## config.mk

```make
export PLATFORM = sky130hd
export DESIGN_NAME = udpw_core
export DESIGN_NICKNAME = d
export VERILOG_FILES = /design/src/design/udpw_pkg.sv /design/src/design/udpw_core.sv
export SDC_FILE = /design/constraint.sdc
export NUM_CORES = 1
export LEC_CHECK = 0
export ABC_AREA = 1
export ABC_CLOCK_PERIOD_IN_PS = 1800
export BUFFER_PORTS_ARGS = -buffer_cell sky130_fd_sc_hd__buf_2
export CAP_MARGIN = 0
export CORE_MARGIN = 2
export CORE_UTILIZATION = 54
export CTS_BUF_LIST = sky130_fd_sc_hd__clkbuf_8
export DETAILED_ROUTE_END_ITERATION = 6
export PLACE_DENSITY = 0.78
export SLEW_MARGIN = 20
export SYNTH_ARGS = -nofsm -noshare
export SYNTH_HDL_FRONTEND = slang
export SYNTH_SLANG_ARGS = --single-unit
```

## constraint.sdc

```tcl
create_clock -name pclk -period 1.8 [get_ports pclk]
set_input_delay 0.18 -clock pclk [delete_from_list [all_inputs] [get_ports pclk]]
set_output_delay 0.18 -clock pclk [all_outputs]
set_load 0.01 [all_outputs]
```

## src/design/udpw_pkg.sv

```systemverilog
// Shared constants, register map and carrier types for the serial DMA and wake logic.
package udpw_pkg;

   // Register byte offsets on the APB port.
   localparam logic [7:0] OFS_MODE = 8'h00;
   localparam logic [7:0] OFS_STA  = 8'h04;
   localparam logic [7:0] OFS_RXD  = 8'h08;
   localparam logic [7:0] OFS_TXD  = 8'h0C;
   localparam logic [7:0] OFS_BRG  = 8'h10;
   localparam logic [7:0] OFS_CTRL = 8'h14;
   localparam logic [7:0] OFS_FLAG = 8'h18;

   // mode_reg fields.
   localparam int MODE_ON_BIT   = 15;
   localparam int MODE_SIDL_BIT = 13;
   localparam int MODE_WAKE_BIT = 7;
   localparam int MODE_LPBK_BIT = 6;
   localparam int MODE_ABD_BIT  = 5;

   // status_control_reg fields.
   localparam int STA_TXSEL_HI_BIT = 15;
   localparam int STA_TXSEL_LO_BIT = 13;
   localparam int STA_TXEN_BIT     = 10;
   localparam int STA_RXSEL_LSB    = 6;
   localparam int STA_PARITY_ERROR_FLAG_BIT     = 3;
   localparam int STA_FRAMING_ERROR_FLAG_BIT     = 2;
   localparam int STA_RXAV_BIT     = 0;

   // Control and flag registers.
   localparam int CTRL_RXDMA_BIT = 0;
   localparam int CTRL_TXDMA_BIT = 1;
   localparam int CTRL_RXIE_BIT  = 2;
   localparam int CTRL_EIE_BIT   = 3;
   localparam int FLAG_RXIF_BIT  = 0;
   localparam int FLAG_EIF_BIT   = 1;

   // Status positions in the 16-bit receive word.
   localparam int WORD_PARITY_ERROR_FLAG_BIT = 11;
   localparam int WORD_FRAMING_ERROR_FLAG_BIT = 10;

   // Baud measurement: rising edges to the end, and the count scaling
   // (eight bit times of sixteen baud clocks each).
   localparam int         BRG_W       = 16;
   localparam int         MEAS_SHIFT  = 7;
   localparam int         MEAS_W      = BRG_W + MEAS_SHIFT;
   localparam logic [2:0] MEAS_EDGES  = 3'h5;

   // Reset values and idle pin levels.
   localparam logic [15:0] BRG_RESET  = 16'h0000;
   localparam logic        TX_IDLE    = 1'b1;
   localparam logic        RTS_IDLE   = 1'b1;
   localparam logic        BCLK_IDLE  = 1'b0;

   typedef struct packed {
      logic       parity_error_flag;
      logic       framing_error_flag;
      logic [7:0] data;
   } udpw_rx_char_t;

   typedef struct packed {
      logic tx;
      logic rts;
      logic bclk;
   } udpw_pins_t;

   typedef enum logic [1:0] {MEAS_OFF, MEAS_START, MEAS_EDGE1, MEAS_RUN} udpw_meas_t;

   typedef struct packed {
      logic              rx_s1;
      logic              rx_s2;
      logic              rx_prev;
      logic              module_on;
      logic              stop_idle;
      logic              wake;
      logic              loopback;
      logic              baud_meas;
      logic              tx_sel_hi;
      logic              tx_sel_lo;
      logic              tx_en;
      logic [1:0]        rx_sel;
      logic [BRG_W-1:0]  brg;
      logic              rx_dma_en;
      logic              tx_dma_en;
      logic              rx_ie;
      logic              err_ie;
      logic              rx_flag;
      logic              err_flag;
      udpw_rx_char_t     rx_word;
      logic              rx_avail;
      udpw_meas_t        meas;
      logic [2:0]        edge_cnt;
      logic [MEAS_W-1:0] meas_cnt;
      logic              wake_seen;
      logic              skip_first;
      logic              tx_armed;
      logic              rx_dma_req;
      logic              tx_dma_req;
      logic [7:0]        tx_word;
      logic              tx_load;
      udpw_pins_t        pins;
      logic [31:0]       prdata;
   } udpw_state_t;

endpackage

```

## src/design/udpw_core.sv

```systemverilog
// DMA request, auto-baud completion and sleep/idle auto-wake logic of a serial port.
// Function
// - Baud measurement keeps the receiver idle and stores no received character.
// - Fifth rising edge of measurement sets receive flag, ignoring selection bits.
// - The measurement character leaves the receive queue untouched.
// - Receive DMA request raised for each character ready in receive data.
// - Receive word: byte low, parity and framing status in high byte.
// - With receive DMA on, status read hides framing and parity flags.
// - Error flag set when last reception had framing or parity error.
// - Transmit DMA request after each completed transmitted character.
// - Transmit DMA request fires as soon as module and transmitter enable.
// - Sleep stops the module, aborts transfers, pins return to idle levels.
// - Wake bit and falling receive edge set the receive flag and wake.
// - First character after wake from sleep is not recognised.
// - Wake bit self-clears on the rising line edge after the wake event.
// - Idle keeps running unless stop-in-idle is set, then acts as sleep.
// - While wake bit is set normal reception is off; wake sets receive flag.
// - Wake event is a falling receive edge, watched in every power state.
// - Wake flag is formed on the free clock whether module runs or not.
// - Fifth rising edge loads the measured count and clears measure enable.
// - Measurement expects 55h and spans low and high bit times.
// - Wake receive flag ignores the receive selection field.
//
// Decided for this implementation: the APB interface to the registers and the register addresses.
`timescale 1ns/100ps
`default_nettype none

module udpw_core (
   // APB slave port on the free-running peripheral clock.
   input  wire logic                   pclk,
   input  wire logic                   presetn,
   input  wire logic                   psel,
   input  wire logic                   penable,
   input  wire logic                   pwrite,
   input  wire logic [7:0]             paddr,
   input  wire logic [31:0]            pwdata,
   output logic [31:0]                 prdata,
   output logic                        pready,
   output logic                        pslverr,
   // Power state from the system.
   input  wire logic                   sleep_req,
   input  wire logic                   idle_req,
   output logic                        module_clk_en,
   output logic                        wake_out,
   // Receive and transmit core of the port.
   input  wire logic                   rx_char_valid,
   input  wire udpw_pkg::udpw_rx_char_t rx_char,
   output logic                        rx_hold,
   input  wire logic                   tx_char_done,
   output logic [7:0]                  tx_word,
   output logic                        tx_load,
   input  wire logic                   loop_tx_line,
   input  wire udpw_pkg::udpw_pins_t   core_pins,
   // DMA requests and interrupt flags.
   output logic                        rx_dma_req,
   output logic                        tx_dma_req,
   output logic                        rx_irq_flag,
   output logic                        error_irq_flag,
   // Serial pins.
   input  wire logic                   serial_in_pin,
   output logic                        serial_out_pin,
   output logic                        request_to_send_pin,
   output logic                        baud_clock_out_pin
);
   import udpw_pkg::*;

   udpw_state_t       s;
   udpw_state_t       n;
   logic              run;
   logic              stopped;
   logic              rx_line;
   logic              fall;
   logic              rise;
   logic              wr_en;
   logic              rd_setup;
   logic              rd_done;
   logic              mapped;
   logic              rx_take;
   logic              tx_on;
   logic [BRG_W-1:0]  meas_result;
   logic [31:0]       rd_val;

   ////////////////////////////////////////////////////////////////////////////
   // Decodes.

   assign stopped  = sleep_req | (idle_req & s.stop_idle);
   assign run      = s.module_on & ~stopped;
   // Wake watches the pin itself so loopback cannot fake a wake event.
   assign rx_line  = (s.loopback & ~s.wake) ? loop_tx_line : s.rx_s2;
   assign fall     = s.rx_prev & ~rx_line;
   assign rise     = ~s.rx_prev & rx_line;
   assign wr_en    = psel & penable & pwrite;
   assign rd_setup = psel & ~penable & ~pwrite;
   assign rd_done  = psel & penable & ~pwrite;
   assign mapped   = (paddr == OFS_MODE) | (paddr == OFS_STA) | (paddr == OFS_RXD) |
                     (paddr == OFS_TXD) | (paddr == OFS_BRG) | (paddr == OFS_CTRL) |
                     (paddr == OFS_FLAG);
   assign rx_take  = rx_char_valid & run & ~s.baud_meas & ~s.wake;
   assign tx_on    = run & s.tx_en;
   assign meas_result = s.meas_cnt[MEAS_SHIFT +: BRG_W];

   always_comb begin
      rd_val = 32'h0000_0000;
      unique case (paddr)
         OFS_MODE: begin
            rd_val[MODE_ON_BIT]   = s.module_on;
            rd_val[MODE_SIDL_BIT] = s.stop_idle;
            rd_val[MODE_WAKE_BIT] = s.wake;
            rd_val[MODE_LPBK_BIT] = s.loopback;
            rd_val[MODE_ABD_BIT]  = s.baud_meas;
         end
         OFS_STA: begin
            rd_val[STA_TXSEL_HI_BIT]              = s.tx_sel_hi;
            rd_val[STA_TXSEL_LO_BIT]              = s.tx_sel_lo;
            rd_val[STA_TXEN_BIT]                  = s.tx_en;
            rd_val[STA_RXSEL_LSB +: 2]            = s.rx_sel;
            rd_val[STA_PARITY_ERROR_FLAG_BIT] = s.rx_word.parity_error_flag & ~s.rx_dma_en;
            rd_val[STA_FRAMING_ERROR_FLAG_BIT] = s.rx_word.framing_error_flag & ~s.rx_dma_en;
            rd_val[STA_RXAV_BIT]                  = s.rx_avail;
         end
         OFS_RXD: begin
            rd_val[7:0]           = s.rx_word.data;
            rd_val[WORD_PARITY_ERROR_FLAG_BIT] = s.rx_word.parity_error_flag;
            rd_val[WORD_FRAMING_ERROR_FLAG_BIT] = s.rx_word.framing_error_flag;
         end
         OFS_TXD:  rd_val[7:0] = s.tx_word;
         OFS_BRG:  rd_val[BRG_W-1:0] = s.brg;
         OFS_CTRL: begin
            rd_val[CTRL_RXDMA_BIT] = s.rx_dma_en;
            rd_val[CTRL_TXDMA_BIT] = s.tx_dma_en;
            rd_val[CTRL_RXIE_BIT]  = s.rx_ie;
            rd_val[CTRL_EIE_BIT]   = s.err_ie;
         end
         OFS_FLAG: begin
            rd_val[FLAG_RXIF_BIT] = s.rx_flag;
            rd_val[FLAG_EIF_BIT]  = s.err_flag;
         end
         default: rd_val = 32'h0000_0000;
      endcase
   end

   ////////////////////////////////////////////////////////////////////////////
   // Next state.

   always_comb begin
      n = s;
      // The first stage feeds only the second stage.
      n.rx_s1      = serial_in_pin;
      n.rx_s2      = s.rx_s1;
      n.rx_prev    = rx_line;
      n.rx_dma_req = 1'b0;
      n.tx_dma_req = 1'b0;
      n.tx_load    = 1'b0;
      if (rd_setup) begin
         n.prdata = rd_val;
      end

      // Software writes; hardware updates below take priority.
      if (wr_en) begin
         unique case (paddr)
            OFS_MODE: begin
               n.module_on = pwdata[MODE_ON_BIT];
               n.stop_idle = pwdata[MODE_SIDL_BIT];
               n.wake      = pwdata[MODE_WAKE_BIT];
               n.loopback  = pwdata[MODE_LPBK_BIT];
               n.baud_meas = pwdata[MODE_ABD_BIT];
            end
            OFS_STA: begin
               n.tx_sel_hi = pwdata[STA_TXSEL_HI_BIT];
               n.tx_sel_lo = pwdata[STA_TXSEL_LO_BIT];
               n.tx_en     = pwdata[STA_TXEN_BIT];
               n.rx_sel    = pwdata[STA_RXSEL_LSB +: 2];
            end
            OFS_TXD: begin
               n.tx_word = pwdata[7:0];
               n.tx_load = 1'b1;
            end
            OFS_BRG:  n.brg = pwdata[BRG_W-1:0];
            OFS_CTRL: begin
               n.rx_dma_en = pwdata[CTRL_RXDMA_BIT];
               n.tx_dma_en = pwdata[CTRL_TXDMA_BIT];
               n.rx_ie     = pwdata[CTRL_RXIE_BIT];
               n.err_ie    = pwdata[CTRL_EIE_BIT];
            end
            OFS_FLAG: begin
               if (pwdata[FLAG_RXIF_BIT]) n.rx_flag = 1'b0;
               if (pwdata[FLAG_EIF_BIT])  n.err_flag = 1'b0;
            end
            default: n.brg = s.brg;
         endcase
      end
      if (rd_done && paddr == OFS_RXD) begin
         n.rx_avail = 1'b0;
      end

      // Baud measurement; a stop aborts it and it restarts on resume.
      if (!s.baud_meas || !run) begin
         n.meas = MEAS_OFF;
      end else begin
         unique case (s.meas)
            MEAS_OFF: begin
               n.meas     = MEAS_START;
               n.meas_cnt = '0;
            end
            MEAS_START: if (fall) n.meas = MEAS_EDGE1;
            MEAS_EDGE1: if (rise) begin
               n.meas     = MEAS_RUN;
               n.edge_cnt = 3'h1;
            end
            MEAS_RUN: begin
               n.meas_cnt = s.meas_cnt + 1'b1;
               if (rise) begin
                  n.edge_cnt = s.edge_cnt + 3'h1;
                  if (s.edge_cnt == MEAS_EDGES - 3'h1) begin
                     n.brg       = meas_result;
                     n.baud_meas = 1'b0;
                     n.meas      = MEAS_OFF;
                     n.rx_flag   = 1'b1;
                  end
               end
            end
         endcase
      end

      // Received characters; the measurement character never arrives here.
      if (rx_take) begin
         if (s.skip_first) begin
            n.skip_first = 1'b0;
         end else begin
            n.rx_word  = rx_char;
            n.rx_avail = 1'b1;
            // Single-entry queue, so every selection value flags each character.
            n.rx_flag  = 1'b1;
            n.rx_dma_req = s.rx_dma_en;
            if (rx_char.framing_error_flag || rx_char.parity_error_flag) begin
               n.err_flag = 1'b1;
            end
         end
      end

      // Auto-wake runs on the free clock, module clocks or not.
      if (!s.wake) begin
         n.wake_seen = 1'b0;
      end else if (!s.wake_seen && fall) begin
         n.wake_seen = 1'b1;
         n.rx_flag   = 1'b1;
         if (stopped) begin
            n.skip_first = 1'b1;
         end
      end else if (s.wake_seen && rise) begin
         n.wake      = 1'b0;
         n.wake_seen = 1'b0;
      end

      // Transmit requests: one at enable, then one per finished character.
      n.tx_armed = tx_on;
      if (s.tx_dma_en && tx_on && (!s.tx_armed || tx_char_done)) begin
         n.tx_dma_req = 1'b1;
      end

      // Stopped module drives idle pin levels and aborts transfers.
      if (run) begin
         n.pins = core_pins;
      end else begin
         n.pins = '{tx: TX_IDLE, rts: RTS_IDLE, bclk: BCLK_IDLE};
      end
   end

   always_ff @(posedge pclk or negedge presetn) begin
      if (!presetn) begin
         s          <= '0;
         s.rx_s1    <= 1'b1;
         s.rx_s2    <= 1'b1;
         s.rx_prev  <= 1'b1;
         s.brg      <= BRG_RESET;
         s.meas     <= MEAS_OFF;
         s.pins     <= '{tx: TX_IDLE, rts: RTS_IDLE, bclk: BCLK_IDLE};
      end else begin
         s <= n;
      end
   end

   ////////////////////////////////////////////////////////////////////////////
   // Outputs.

   assign prdata              = s.prdata;
   assign pready              = 1'b1;
   assign pslverr             = psel & penable & ~mapped;
   assign module_clk_en       = run;
   assign rx_hold             = ~run | s.baud_meas | s.wake;
   assign wake_out            = s.rx_flag & s.rx_ie;
   assign tx_word             = s.tx_word;
   assign tx_load             = s.tx_load;
   assign rx_dma_req          = s.rx_dma_req;
   assign tx_dma_req          = s.tx_dma_req;
   assign rx_irq_flag         = s.rx_flag;
   assign error_irq_flag      = s.err_flag & s.err_ie;
   assign serial_out_pin      = s.pins.tx;
   assign request_to_send_pin = s.pins.rts;
   assign baud_clock_out_pin  = s.pins.bclk;
endmodule

`default_nettype wire

```

### Word-level counts from Yosys, hierarchy flattened

Index checks and enable logic that the tools add are counted.

| operators by class | value |
|---|---|
| equality and inequality tests | 17 |
| mux-type cells | 64 |
| bitwise logic cells | 40 |
| div/mod/pow operators | 0 |
| order comparisons | 0 |
| $mul | 0 |
| add/sub/neg operators | 2 |
| shift operators | 0 |
| reductions and logical operators | 24 |

Operators with widths:

| operator | count |
|---|---|
| $mux W16 | 5 |
| $pmux W23 S2 | 1 |
| $mux W1 | 32 |
| $mux W30 | 1 |
| $mux W13 | 2 |
| $eq A8 B5 Y1 const B | 3 |
| $add A23 B1 Y23 const B | 1 |
| $pmux W2 S5 | 2 |
| $and A1 B1 Y1 | 19 |
| $eq A8 B4 Y1 const B | 2 |
| $mux W5 | 3 |
| $ne A3 B3 Y1 const B | 4 |
| $not A1 Y1 | 12 |
| $pmux W1 S3 | 4 |
| $reduce_and A2 Y1 | 6 |
| $mux W2 | 5 |
| $or A1 B1 Y1 | 9 |
| $eq A8 B3 Y1 const B | 1 |
| $logic_not A8 Y1 | 1 |
| $pmux W2 S4 | 1 |
| $reduce_and A4 Y1 | 2 |
| $mux W3 | 2 |
| $pmux W1 S6 | 1 |
| $pmux W3 S2 | 1 |
| other kinds (15) | 27 |

| word-level totals | value |
|---|---|
| register bits | 107 |
| latch bits | 0 |
| bits in read-only memories | 0 |
| RAM bits | 0 |
| memories kept | 0 |
| input port bits | 64 |

### Logic depth before layout (Yosys ltp)

Gate-level depths: netlist of run 1.

| logic depth | value |
|---|---|
| depth after elaboration | 11 |
| depth in mapped cells | 9 |

### Least setup slack after synthesis of run 1

No wires, ideal clock.

| path | value |
|---|---|
| kind | reg-to-reg |
| from | reg s[75] in the netlist's numbering |
| to | reg s, in the netlist meas_result[14] |
| period minus slack after synthesis | 1.484 ns |
| stages on the path, launching flop included | 9 |
| setup slack | 0.316 ns |
| buffers on the path | 0 |
| library setup time | 0.121 ns |
| arrival time | 1.363 ns |
| cell sequence | dfrtp_1 inv_1 ha_1 inv_1 nand2_4 nor2_1 nand3_1 nand2_1 nor2_1 |

| on the way | value |
|---|---|
| word-level cells in the longest chain between the ends | 3 |
| elaborated cells on any way between the ends | 5 |
| those cells by class | eq/ne (1); mux (1); reduce/logical (3) |

Ends and longest elaborated chain:

| item | line | RTL |
|---|---|---|
| from (decl) | udpw_core.sv:67 | `udpw_state_t s;` |
| from (signal assigned) | udpw_core.sv:279 | `s <= n;` |
| $eq A2 B2 Y1 or $logic_not A2 Y1 (tied branches) | udpw_core.sv:200 | `unique case (s.meas)` |
| $reduce_bool A2 Y1 (no source line) | n/a |  |
| $reduce_and A2 Y1 (no source line) | n/a |  |

Several ways; a longest one is shown, not always the timed one.
A chain may end at the register's enable or synchronous reset.

### Worst setup path in the final report of run 1

| path | value |
|---|---|
| from | reg s[118] in the netlist's numbering |
| to | out rx_hold |

| on the way | value |
|---|---|
| word-level cells in the longest chain between the ends | 7 |

Ends and longest elaborated chain:

| item | line | RTL |
|---|---|---|
| $and A1 B1 Y1 | udpw_core.sv:86 | `assign stopped = sleep_req \| (idle_req & s.stop_idle);` |
| $or A1 B1 Y1 | udpw_core.sv:86 |  |
| $not A1 Y1 | udpw_core.sv:87 | `assign run = s.module_on & ~stopped;` |
| $and A1 B1 Y1 | udpw_core.sv:87 |  |
| $not A1 Y1 | udpw_core.sv:290 | `assign rx_hold = ~run \| s.baud_meas \| s.wake;` |
| $or A1 B1 Y1 (2 in a row) | udpw_core.sv:290 |  |
| to (decl) | udpw_core.sv:48 | `output logic rx_hold,` |

No other way between the ends.

==> impl_metrics.csv, run 1 <==
group,metric,value,unit
status,status,"completed",
cells_and_area,seqCellArea,2690,um2
clock_tree,clkSlewWorstSetupHoldPaths,110,ps
logic_synthesis,synth_area,5940,um2
pwr,total_power,0.00431,W
routing,ant_nets,0,
logic_synthesis,muxShareOfSynthArea,0,
clock_tree,post-cts-setup-buffers,0,
logic_synthesis,syn_avg_cell_area,7.64,um2
floorplan,die_area,11900,um2
logic_synthesis,synth-compound-area-share,0.0870,
worst_setup_path,cp.arrival,1520,ps
floorplan,coreArea,10800,um2
cells_and_area,fin_cells,996,
clock_tree,cts-root-buf,"clkbuf_8",
floorplan,boundaryPins,117,
routing,top_layer_used,"met4",
logic_synthesis,synthAdderAreaFrac,0.0147,
global_route,grt_use_total,0.247,
worst_setup_path,required,1620,ps
routing,dr.pass1.iters,5,
logic_synthesis,ys.flop_type,"dfrtp_1",
clock_tree,cts_tree,"done",
clock_tree,clock_path_buffers,2,
pwr,p_leak,3.42,nW
logic_synthesis,ys_async_sr_fraction,1.00,
clock_tree,h-tree-depth,3,
logic_synthesis,synth_top_family_by_area,"simple AND/OR/NAND/NOR gates",
worst_hold_path,hold_depth,3,
sta,finalSetupViolations,0,
routing,drt_wl_total,13700,um
logic_synthesis,synthTopCellsByCount,"nand2_1, dfrtp_1, inv_1, nor2_1, nand3_1",
clock_tree,clkLatencyLatePin,380,ps
logic_synthesis,synth_edf_count,0,
sta,finClkSkew,12.6,ps
worst_setup_path,critPathKind,"reg2out",
global_route,grt_antenna_before_repair,0,
logic_synthesis,yosysTopAreaCell,"dfrtp_1",
sta,timing.final.hold_violations,0,
run,drv_cap,0,
pwr,p_per_area,654,nW/um2
placed_design,portBuffers,83,
floorplan,rows,38,
routing,wirelength_met1,6000,um
logic_synthesis,synthXorXnorAreaFrac,0.00295,
placed_design,dp_hpwl,10200,um
worst_setup_path,cp-end-kind,"output port",
cells_and_area,drive_gt1_frac,0.192,
worst_setup_path,start_kind,"flop",
worst_hold_path,hold_class,"in2reg",
logic_synthesis,yosysTopAreaCellShare,0.430,
sta,slew_viol_final,0,
routing,viasPerCell,5.06,
cells_and_area,layout.nets,922,
cells_and_area,fillCellCount,970,
floorplan,start_util,0.550,
worst_setup_path,crit_fanout,7,
logic_synthesis,ys_types,41,
logic_synthesis,yosysMostFrequentCell,"nand2_1",
routing,wl_met2,6730,um
placed_design,place_congestion,0.868,
global_route,grt_overflow,0,
logic_synthesis,ys_seq_elements,107,
routing,drc,0,
routing,met3_length,683,um
worst_setup_path,rr_worst_depth,6,
logic_synthesis,syn-instance-count,778,
sta,fmax,589,MHz
pwr,peakVddDrop,0.755,mV
floorplan,die_y,109,um
logic_synthesis,ys_top_cells_by_area,"dfrtp_1, nand2_1, nand3_1",
logic_synthesis,synth_simple_gate_area_frac,0.321,
sta,finalCritPeriodShare,0.944,
cells_and_area,multi_input_area,2610,um2
clock_tree,cts.sinks,107,
routing,wire_per_inst,13.8,um
global_route,grt_max_degree,52,
global_route,grt_pass1_vias,4873,
global_route,grt_pass1_wl,22900,um
clock_tree,cts_made_buffers,9,
cells_and_area,area_growth_syn_to_layout,10.9,%
sta,setup_tns,0,ps
routing,drt_iter0_markers,378,
cells_and_area,diodes,0,
placed_design,dp_cells,974,
logic_synthesis,yosysSeqAreaShare,0.452,
routing,vias,5036,
logic_synthesis,ys_warn_count,0,
sta,fin_crit,1700,ps
floorplan,die_w,109,um
## where the power goes
group,leakage (nW),total (W),switching (W),internal (W)
Combinational,1.98,0.000377,0.000231,0.000146
Clock,0.0937,0.00141,0.000854,0.000557
Sequential,1.35,0.00252,0.0000464,0.00247
Total,3.42,0.00431,0.00113,0.00318
## cell families (layout without fill, tap and decap cells)
family / Yosys count / count (layout)
AOI/OAI and AO/OA: 95 / 95
buffers and inverters: 140 / 203
DFF: 107 / 107
and+or+nand+nor: 425 / 425
other: 2 / 17
xor gates and xnor gates: 2 / 2
adders and majority gates: 7 / 7
## area by class of cell
type,instances,area share
sequential,107,0.408
multi-input combinational,546,0.396
timing repair buffer,105,0.0946
inverter,82,0.0467
tap,140,0.0266
clock buffer,10,0.0209
clock inverter,6,0.00722
## critical path: stages, from the launching register on
cell     delay (ps)
dfrtp_1         410
nand2_1         180
nand3_4         180
nor3_4          200
inv_1            60
buf_2           140
## state kept, by name, summed over array words and instances, names as in the netlist
name                 flops
s                       59
meas_result             16
prdata                  16
tx_word                  8
baud_clock_out_pin       1
n                        1
request_to_send_pin      1
rx_dma_req               1
rx_irq_flag              1
serial_out_pin           1
tx_dma_req               1
tx_load                  1
## layer usage
metal,GRT usage,up-vias
li1,-,2567
met3,0.0448,26
met2,0.425,148
met4,0.0897,0
met1,0.310,2295
met5,0,-
## stage by stage
stage / area (um2) / hold slack [ps] / setup WS [ps] / utilization
after CTS: 6560 / 4.13 / 59.4 / 0.608
after global routing: 6590 / 1.64 / -0.0308 / 0.610
final: 6590 / 4.21 / 102 / 0.610
after detailed placement: 6320 / 113 / 98.8 / 0.586
after floorplan: 6000 / -116 / 316 / -
after global placement: 6320 / 114 / 161 / 0.586
## cells in the final DEF (no fill, tap or decap), types with 3 or more instances in the layout
cell type / instances
a21boi_0: 6
a21oi_1: 13
buf_2: 82
buf_4: 15
clkbuf_8: 10
conb_1: 17
dfrtp_1: 101
dfstp_2: 5
dlygate4sd3_1: 6
ha_1: 6
inv_1: 74
inv_2: 7
inv_6: 3
nand2_1: 236
nand3_1: 68
nand4_1: 11
nor2_1: 69
nor2_2: 9
nor2_4: 6
o21ai_0: 45
o21ai_1: 20
o31ai_1: 5
or2_2: 8
## repair_timing
| item | in CTS | in global routing |
|---|---|---|
| endpoints found under the setup margin | 0 | 11 |
| hold buffers | 5 | 1 |
| hold endpoints to repair | 25 | 1 |
| resized for setup | 0 | 7 |
## worst paths after layout
check	from	end	slack [ps]
setup / recovery	s[118]	rx_hold	100
hold / removal	rx_char[1]	s[79]	4
setup reg to reg	s[75]	s[51]	170
hold reg to reg	n[121]	s[121]	360
max in group asynchronous	presetn	s[103]	970
min in group asynchronous	presetn	prdata[7]	240
Note: power is estimated with default switching activity, not from simulation.
==> run 2: changes to the inputs <==
- ABC_AREA: 1 -> default
- CTS_CLUSTER_DIAMETER: default -> 120
- PLACE_DENSITY: 0.78 -> 0.79
==> impl_metrics.csv, run 2 <==
group,metric,value,unit
routing,vias,4433,
cells_and_area,final_area,6620,um2
logic_synthesis,synth-compound-area-share,0.100,
routing,drt_wl_total,13800,um
clock_tree,cts.sinks,107,
sta,finalSetupViolations,8,
pwr,total_power,0.00423,W
pwr,clock_power_share,0.341,
run,drv_cap,0,
global_route,grt_overflow,0,
worst_setup_path,critPathKind,"reg2reg",
worst_setup_path,cp.arrival,2230,ps
routing,viasPerCell,5.71,
logic_synthesis,syn_avg_cell_area,10.5,um2
cells_and_area,most-common-layout-cells,"dfrtp_1, buf_2, buf_4",
worst_setup_path,required,2120,ps
sta,layout_setup_ws,-112,ps
pwr,p_leak,3.39,nW
sta,grt_setup_unrepaired,"true",
status,status,"complete, but fails checks",
worst_setup_path,rr_worst_depth,6,
logic_synthesis,syn-instance-count,535,
sta,fmax,523,MHz
worst_hold_path,min_to,"s[80]",
placed_design,placed_area,6240,um2
worst_hold_path,hold_depth,2,
sta,timing.final.hold_violations,0,
pwr,peakVddDrop,0.328,mV
logic_synthesis,ys_top_cells_by_area,"dfrtp_1, mux2_2, buf_4",
pwr,p_comb_frac,0.076,
placed_design,place_congestion,0.907,
floorplan,die_area,11200,um2
logic_synthesis,synthAdderAreaFrac,0.0157,
clock_tree,cts-root-buf,"clkbuf_8",
logic_synthesis,synth_area,5590,um2
logic_synthesis,ys_seq_elements,107,
sta,finClkSkew,9.99,ps
worst_setup_path,r2r-end,"meas_result[10]",
global_route,grt_antenna_before_repair,0,
placed_design,dp_hpwl,9600,um
logic_synthesis,ys_types,57,
worst_setup_path,crit_fanout,4,
logic_synthesis,ys.flop_type,"dfrtp_1",
pwr,p_per_area,638,nW/um2
sta,worst_pin_slew,638,ps
clock_tree,clkLatencyLatePin,380,ps
logic_synthesis,synthTopCellsByCount,"dfrtp_1, nand2_1, buf_4, mux2_2, nor2_1",
clock_tree,clock_path_buffers,2,
placed_design,portBuffers,83,
cells_and_area,diodes,0,
cells_and_area,largest_reg_flops,59,
global_route,grt_pass1_wl,21500,um
cells_and_area,fin_cells,776,
cells_and_area,drive_gt1_frac,0.353,
sta,slew-limit-headroom,0.564,
sta,finalCritPeriodShare,1.06,
worst_hold_path,min-delay-start,"rx_char[2]",
cells_and_area,area_growth_syn_to_layout,18.4,%
cells_and_area,layout_commonest_cell,"dfrtp_1",
logic_synthesis,yosysTopAreaCellShare,0.456,
worst_hold_path,hold_class,"in2reg",
global_route,grt_pass1_vias,4318,
floorplan,boundaryPins,117,
routing,dr.pass1.iters,5,
routing,ant_nets,0,
floorplan,rows,37,
worst_setup_path,cp-end-kind,"flop",
floorplan,start_util,0.549,
routing,drt_iter0_markers,394,
clock_tree,cts_made_buffers,9,
clock_tree,clkSlewWorstSetupHoldPaths,110,ps
sta,slew_viol_final,0,
sta,fin_crit,1910,ps
logic_synthesis,yosysTopAreaCell,"dfrtp_1",
global_route,grt_max_degree,47,
pwr,p_sw_frac,0.267,
floorplan,die_y,106,um
logic_synthesis,ys_warn_count,0,
global_route,grt_use_total,0.243,
logic_synthesis,ys_async_sr_fraction,1.00,
placed_design,dp_cells,751,
pwr,p_int,0.00310,W
logic_synthesis,synthXorXnorAreaFrac,0.0157,
floorplan,die_w,106,um
logic_synthesis,synth_simple_gate_area_frac,0.173,
clock_tree,h-tree-depth,3,
worst_setup_path,start_kind,"flop",
status,violations,"setup timing",
routing,drc,0,
clock_tree,cts_tree,"done",
logic_synthesis,yosysMostFrequentCell,"dfrtp_1",
worst_setup_path,r2r_start,"s[76]",
logic_synthesis,synth_top_family_by_area,"simple AND/OR/NAND/NOR gates",
routing,wire_per_inst,17.8,um
pwr,p_sw,0.00113,W
logic_synthesis,synth_edf_count,0,
floorplan,coreArea,10200,um2
logic_synthesis,muxShareOfSynthArea,0.133,
worst_setup_path,rrSetupSlack,-110,ps
cells_and_area,layout.nets,706,
sta,setup_tns,-348,ps
cells_and_area,regMostFlops,"s",
logic_synthesis,yosysSeqAreaShare,0.480,
pwr,power_frac_seq,0.583,
-- run 2: cells by family (layout without fill, tap and decap cells) --
group	after synthesis	in the layout
flip-flops	107	107
AO/OA/AOI/OAI	90	90
other	2	17
AND/OR/NAND/NOR	174	174
multiplexers	69	69
adder cells (fa/ha/maj)	7	7
buffers and inverters	76	166
XOR/XNOR	10	10
-- run 2: how the worst max path moves through the flow --
stage	from	endpoint	slack [ps]	cells past startpoint
6_report	s[76]	meas_result[10]	-110	6
5_1_grt	s[76]	meas_result[14]	-180	7
4_1_cts	s[76]	meas_result[10]	-70	6
3_5_place_dp	s[76]	meas_result[10]	-160	6
3_3_place_gp	s[76]	meas_result[10]	-90	6
2_1_floorplan	s[76]	meas_result[10]	-220	7
-- run 2: what timing repair did --
item,4_1_cts,5_1_grt
setup endpoints to repair,22,31
pin swaps,1,1
hold buffers,4,0
gates resized for setup,13,12
hold endpoints to repair,35,0
setup buffers,3,2
-- run 2: layout make-up --
type,count,area [um2]
Multi-Input combinational cell,367,2640
Tap cell,136,170
Fill cell,795,3560
Sequential cell,107,2680
Inverter,12,45.0
Clock inverter,7,61.3
Timing Repair Buffer,138,903
Clock buffer,9,124
-- run 2: per-stage QoR --
step	setup WS, ps	hold slack (ps)	util
floorplan	-224	-116	-
global placement	-90.6	186	0.612
detailed placement	-159	194	0.612
CTS	-68.4	15.2	0.642
global route	-178	16.9	0.650
finish	-112	16.9	0.650
-- run 2: worst max-delay path, stage by stage (launching register included) --
cell,delay [ps]
dfrtp_1,410
inv_2,90
ha_4,210
nand4b_4,170
or3_4,410
or4_4,430
a21oi_2,130
-- run 2: per-layer routing --
| metal | wire length, um | track usage | share of wire | vias up |
|---|---|---|---|---|
| met1 | 5880 | 0.319 | 0.43 | 2229 |
| met2 | 7000 | 0.404 | 0.51 | 138 |
| met3 | 543 | 0.0346 | 0.039 | 32 |
| li1 | - | - | - | 2034 |
| met5 | 0 | 0 | 0 | - |
| met4 | 379 | 0.104 | 0.027 | 0 |
-- run 2: power by group through the flow --
stage	sequential, W	combinational (W)	clock [W]
after floorplan	0.00250	0.000169	0
after global placement	0.00251	0.000305	0
after detailed placement	0.00251	0.000313	0
after CTS	0.00246	0.000323	0.00145
after global routing	0.00247	0.000353	0.00155
final	0.00246	0.000323	0.00144
==> run 3: changes to the inputs <==
- PLACE_DENSITY: 0.79 -> 0.86
==> impl_metrics.csv, run 3 (synthesized netlist as in run 2, its figures left out) <==
group,metric,value,unit
status,status,"complete, but fails checks",
status,violations,"setup timing",
worst_setup_path,crit_fanout,4,
worst_setup_path,startpoint,"s[76]",
pwr,p_comb_frac,0.072,
worst_setup_path,cp.arrival,2200,ps
floorplan,die_y,106,um
pwr,p_sw,0.00103,W
cells_and_area,seqCellArea,2690,um2
cells_and_area,largest_reg_flops,59,
sta,timing.final.hold_violations,0,
worst_setup_path,critPathKind,"reg2reg",
sta,finalSetupViolations,3,
floorplan,boundaryPins,117,
global_route,grt_use_total,0.246,
worst_setup_path,start_kind,"flop",
cells_and_area,multi_input_area,2630,um2
cells_and_area,most-common-layout-cells,"dfrtp_1, buf_2, buf_4",
routing,ant_nets,0,
worst_hold_path,min_to,"s[79]",
placed_design,portBuffers,83,
worst_setup_path,rr_worst_depth,6,
sta,finalCritPeriodShare,1.05,
routing,wire_per_inst,18.1,um
routing,drt_wl_total,14000,um
sta,slew_viol_final,0,
global_route,grt_pass1_wl,21800,um
worst_setup_path,r2r_start,"s[76]",
clock_tree,clock_path_buffers,2,
clock_tree,clkSlewWorstSetupHoldPaths,100,ps
routing,drc,0,
cells_and_area,layout.nets,707,
pwr,peakVddDrop,0.413,mV
worst_setup_path,cp-end-kind,"flop",
floorplan,rows,37,
sta,grt_setup_unrepaired,"true",
global_route,grt_max_degree,36,
routing,viasPerCell,5.80,
floorplan,die_area,11200,um2
pwr,power_frac_seq,0.549,
routing,dr.pass1.iters,5,
cells_and_area,regMostFlops,"s",
pwr,clock_power_share,0.379,
floorplan,coreArea,10200,um2
placed_design,preCtsSetupSlack,-147,ps
floorplan,start_util,0.549,
routing,vias,4505,
cells_and_area,fillCellCount,733,
cells_and_area,layout_commonest_cell,"dfrtp_1",
clock_tree,cts.sinks,107,
worst_setup_path,required,2110,ps
global_route,grt_overflow,0,
placed_design,dp_hpwl,9870,um
global_route,grt_antenna_before_repair,0,
clock_tree,cts-root-buf,"clkbuf_8",
clock_tree,h-tree-depth,3,
run,drv_cap,0,
global_route,grt_pass1_vias,4574,
clock_tree,cts_tree,"done",
sta,layout_setup_ws,-84.6,ps
cells_and_area,diodes,0,
routing,drt_iter0_markers,275,
floorplan,die_w,106,um
worst_setup_path,r2r-end,"meas_result[10]",
sta,fmax,531,MHz
pwr,p_sw_frac,0.229,
placed_design,placed_area,6220,um2
cells_and_area,final_area,6710,um2
pwr,p_leak,3.39,nW
worst_setup_path,rrSetupSlack,-80,ps
sta,fin_crit,1880,ps
worst_hold_path,hold_class,"in2reg",
cells_and_area,area_growth_syn_to_layout,19.9,%
cells_and_area,drive_gt1_frac,0.360,
pwr,p_per_area,670,nW/um2
pwr,p_int,0.00347,W
worst_hold_path,min-delay-start,"rx_char[1]",
clock_tree,clkLatencyLatePin,380,ps
placed_design,place_congestion,0.856,
clock_tree,cts_made_buffers,9,
sta,finClkSkew,12.0,ps
worst_hold_path,hold_depth,2,
## run 3: power by group through the flow
stage	clock (W)	sequential [W]	combinational [W]
final	0.00170	0.00247	0.000323
after global routing	0.00181	0.00247	0.000354
after detailed placement	0	0.00251	0.000308
after global placement	0	0.00251	0.000298
after CTS	0.00172	0.00246	0.000316
after floorplan	0	0.00250	0.000169
## run 3: layout make-up
type,instances,area share
Timing Repair Buffer,138,0.139
Multi-Input combinational cell,368,0.392
Clock buffer,12,0.0246
Clock inverter,4,0.0108
Inverter,12,0.00672
Tap cell,136,0.0254
Sequential cell,107,0.401
## run 3: worst max-delay path by stage
stage	end
3_5_place_dp	meas_result[10]
4_1_cts	meas_result[10]
2_1_floorplan	meas_result[10]
3_3_place_gp	meas_result[10]
5_1_grt	meas_result[10]
6_report	meas_result[10]
## run 3: worst max-delay path, stage by stage, from the launching register on
cell and delay [ps]:
dfrtp_1 410, inv_2 90, ha_4 210, nand4b_4 160, or3_4 410, or4_4 420
a21oi_2 130
## run 3: layer usage
| metal | routed length [um] | track usage | vias up | share of wire |
|---|---|---|---|---|
| li1 | - | - | 2039 | - |
| met1 | 5470 | 0.295 | 2224 | 0.39 |
| met2 | 7460 | 0.435 | 212 | 0.53 |
| met3 | 816 | 0.0396 | 30 | 0.058 |
| met4 | 291 | 0.106 | 0 | 0.021 |
| met5 | 0 | 0 | - | 0 |
## run 3: through the flow
step | TNS (ps) | hold WS, ps | instances | power [W] | utilization
detailed placement | -836 | 148 | 749 | 0.00282 | 0.611
global placement | -99.7 | 141 | 749 | 0.00281 | 0.611
finish | -106 | 24.6 | 777 | 0.00449 | 0.658
global route | -1790 | 18.4 | 777 | 0.00463 | 0.658
CTS | -60.5 | 18.6 | 771 | 0.00450 | 0.643
floorplan | -913 | -116 | 550 | 0.00267 | -
## run 3: repair_timing
item	4_1_cts	5_1_grt
hold buffers	3	0
setup endpoints to repair	18	32
hold endpoints to repair	26	0
setup buffers	3	4
pin swaps	0	3
cloned	0	2
resized for setup	8	20
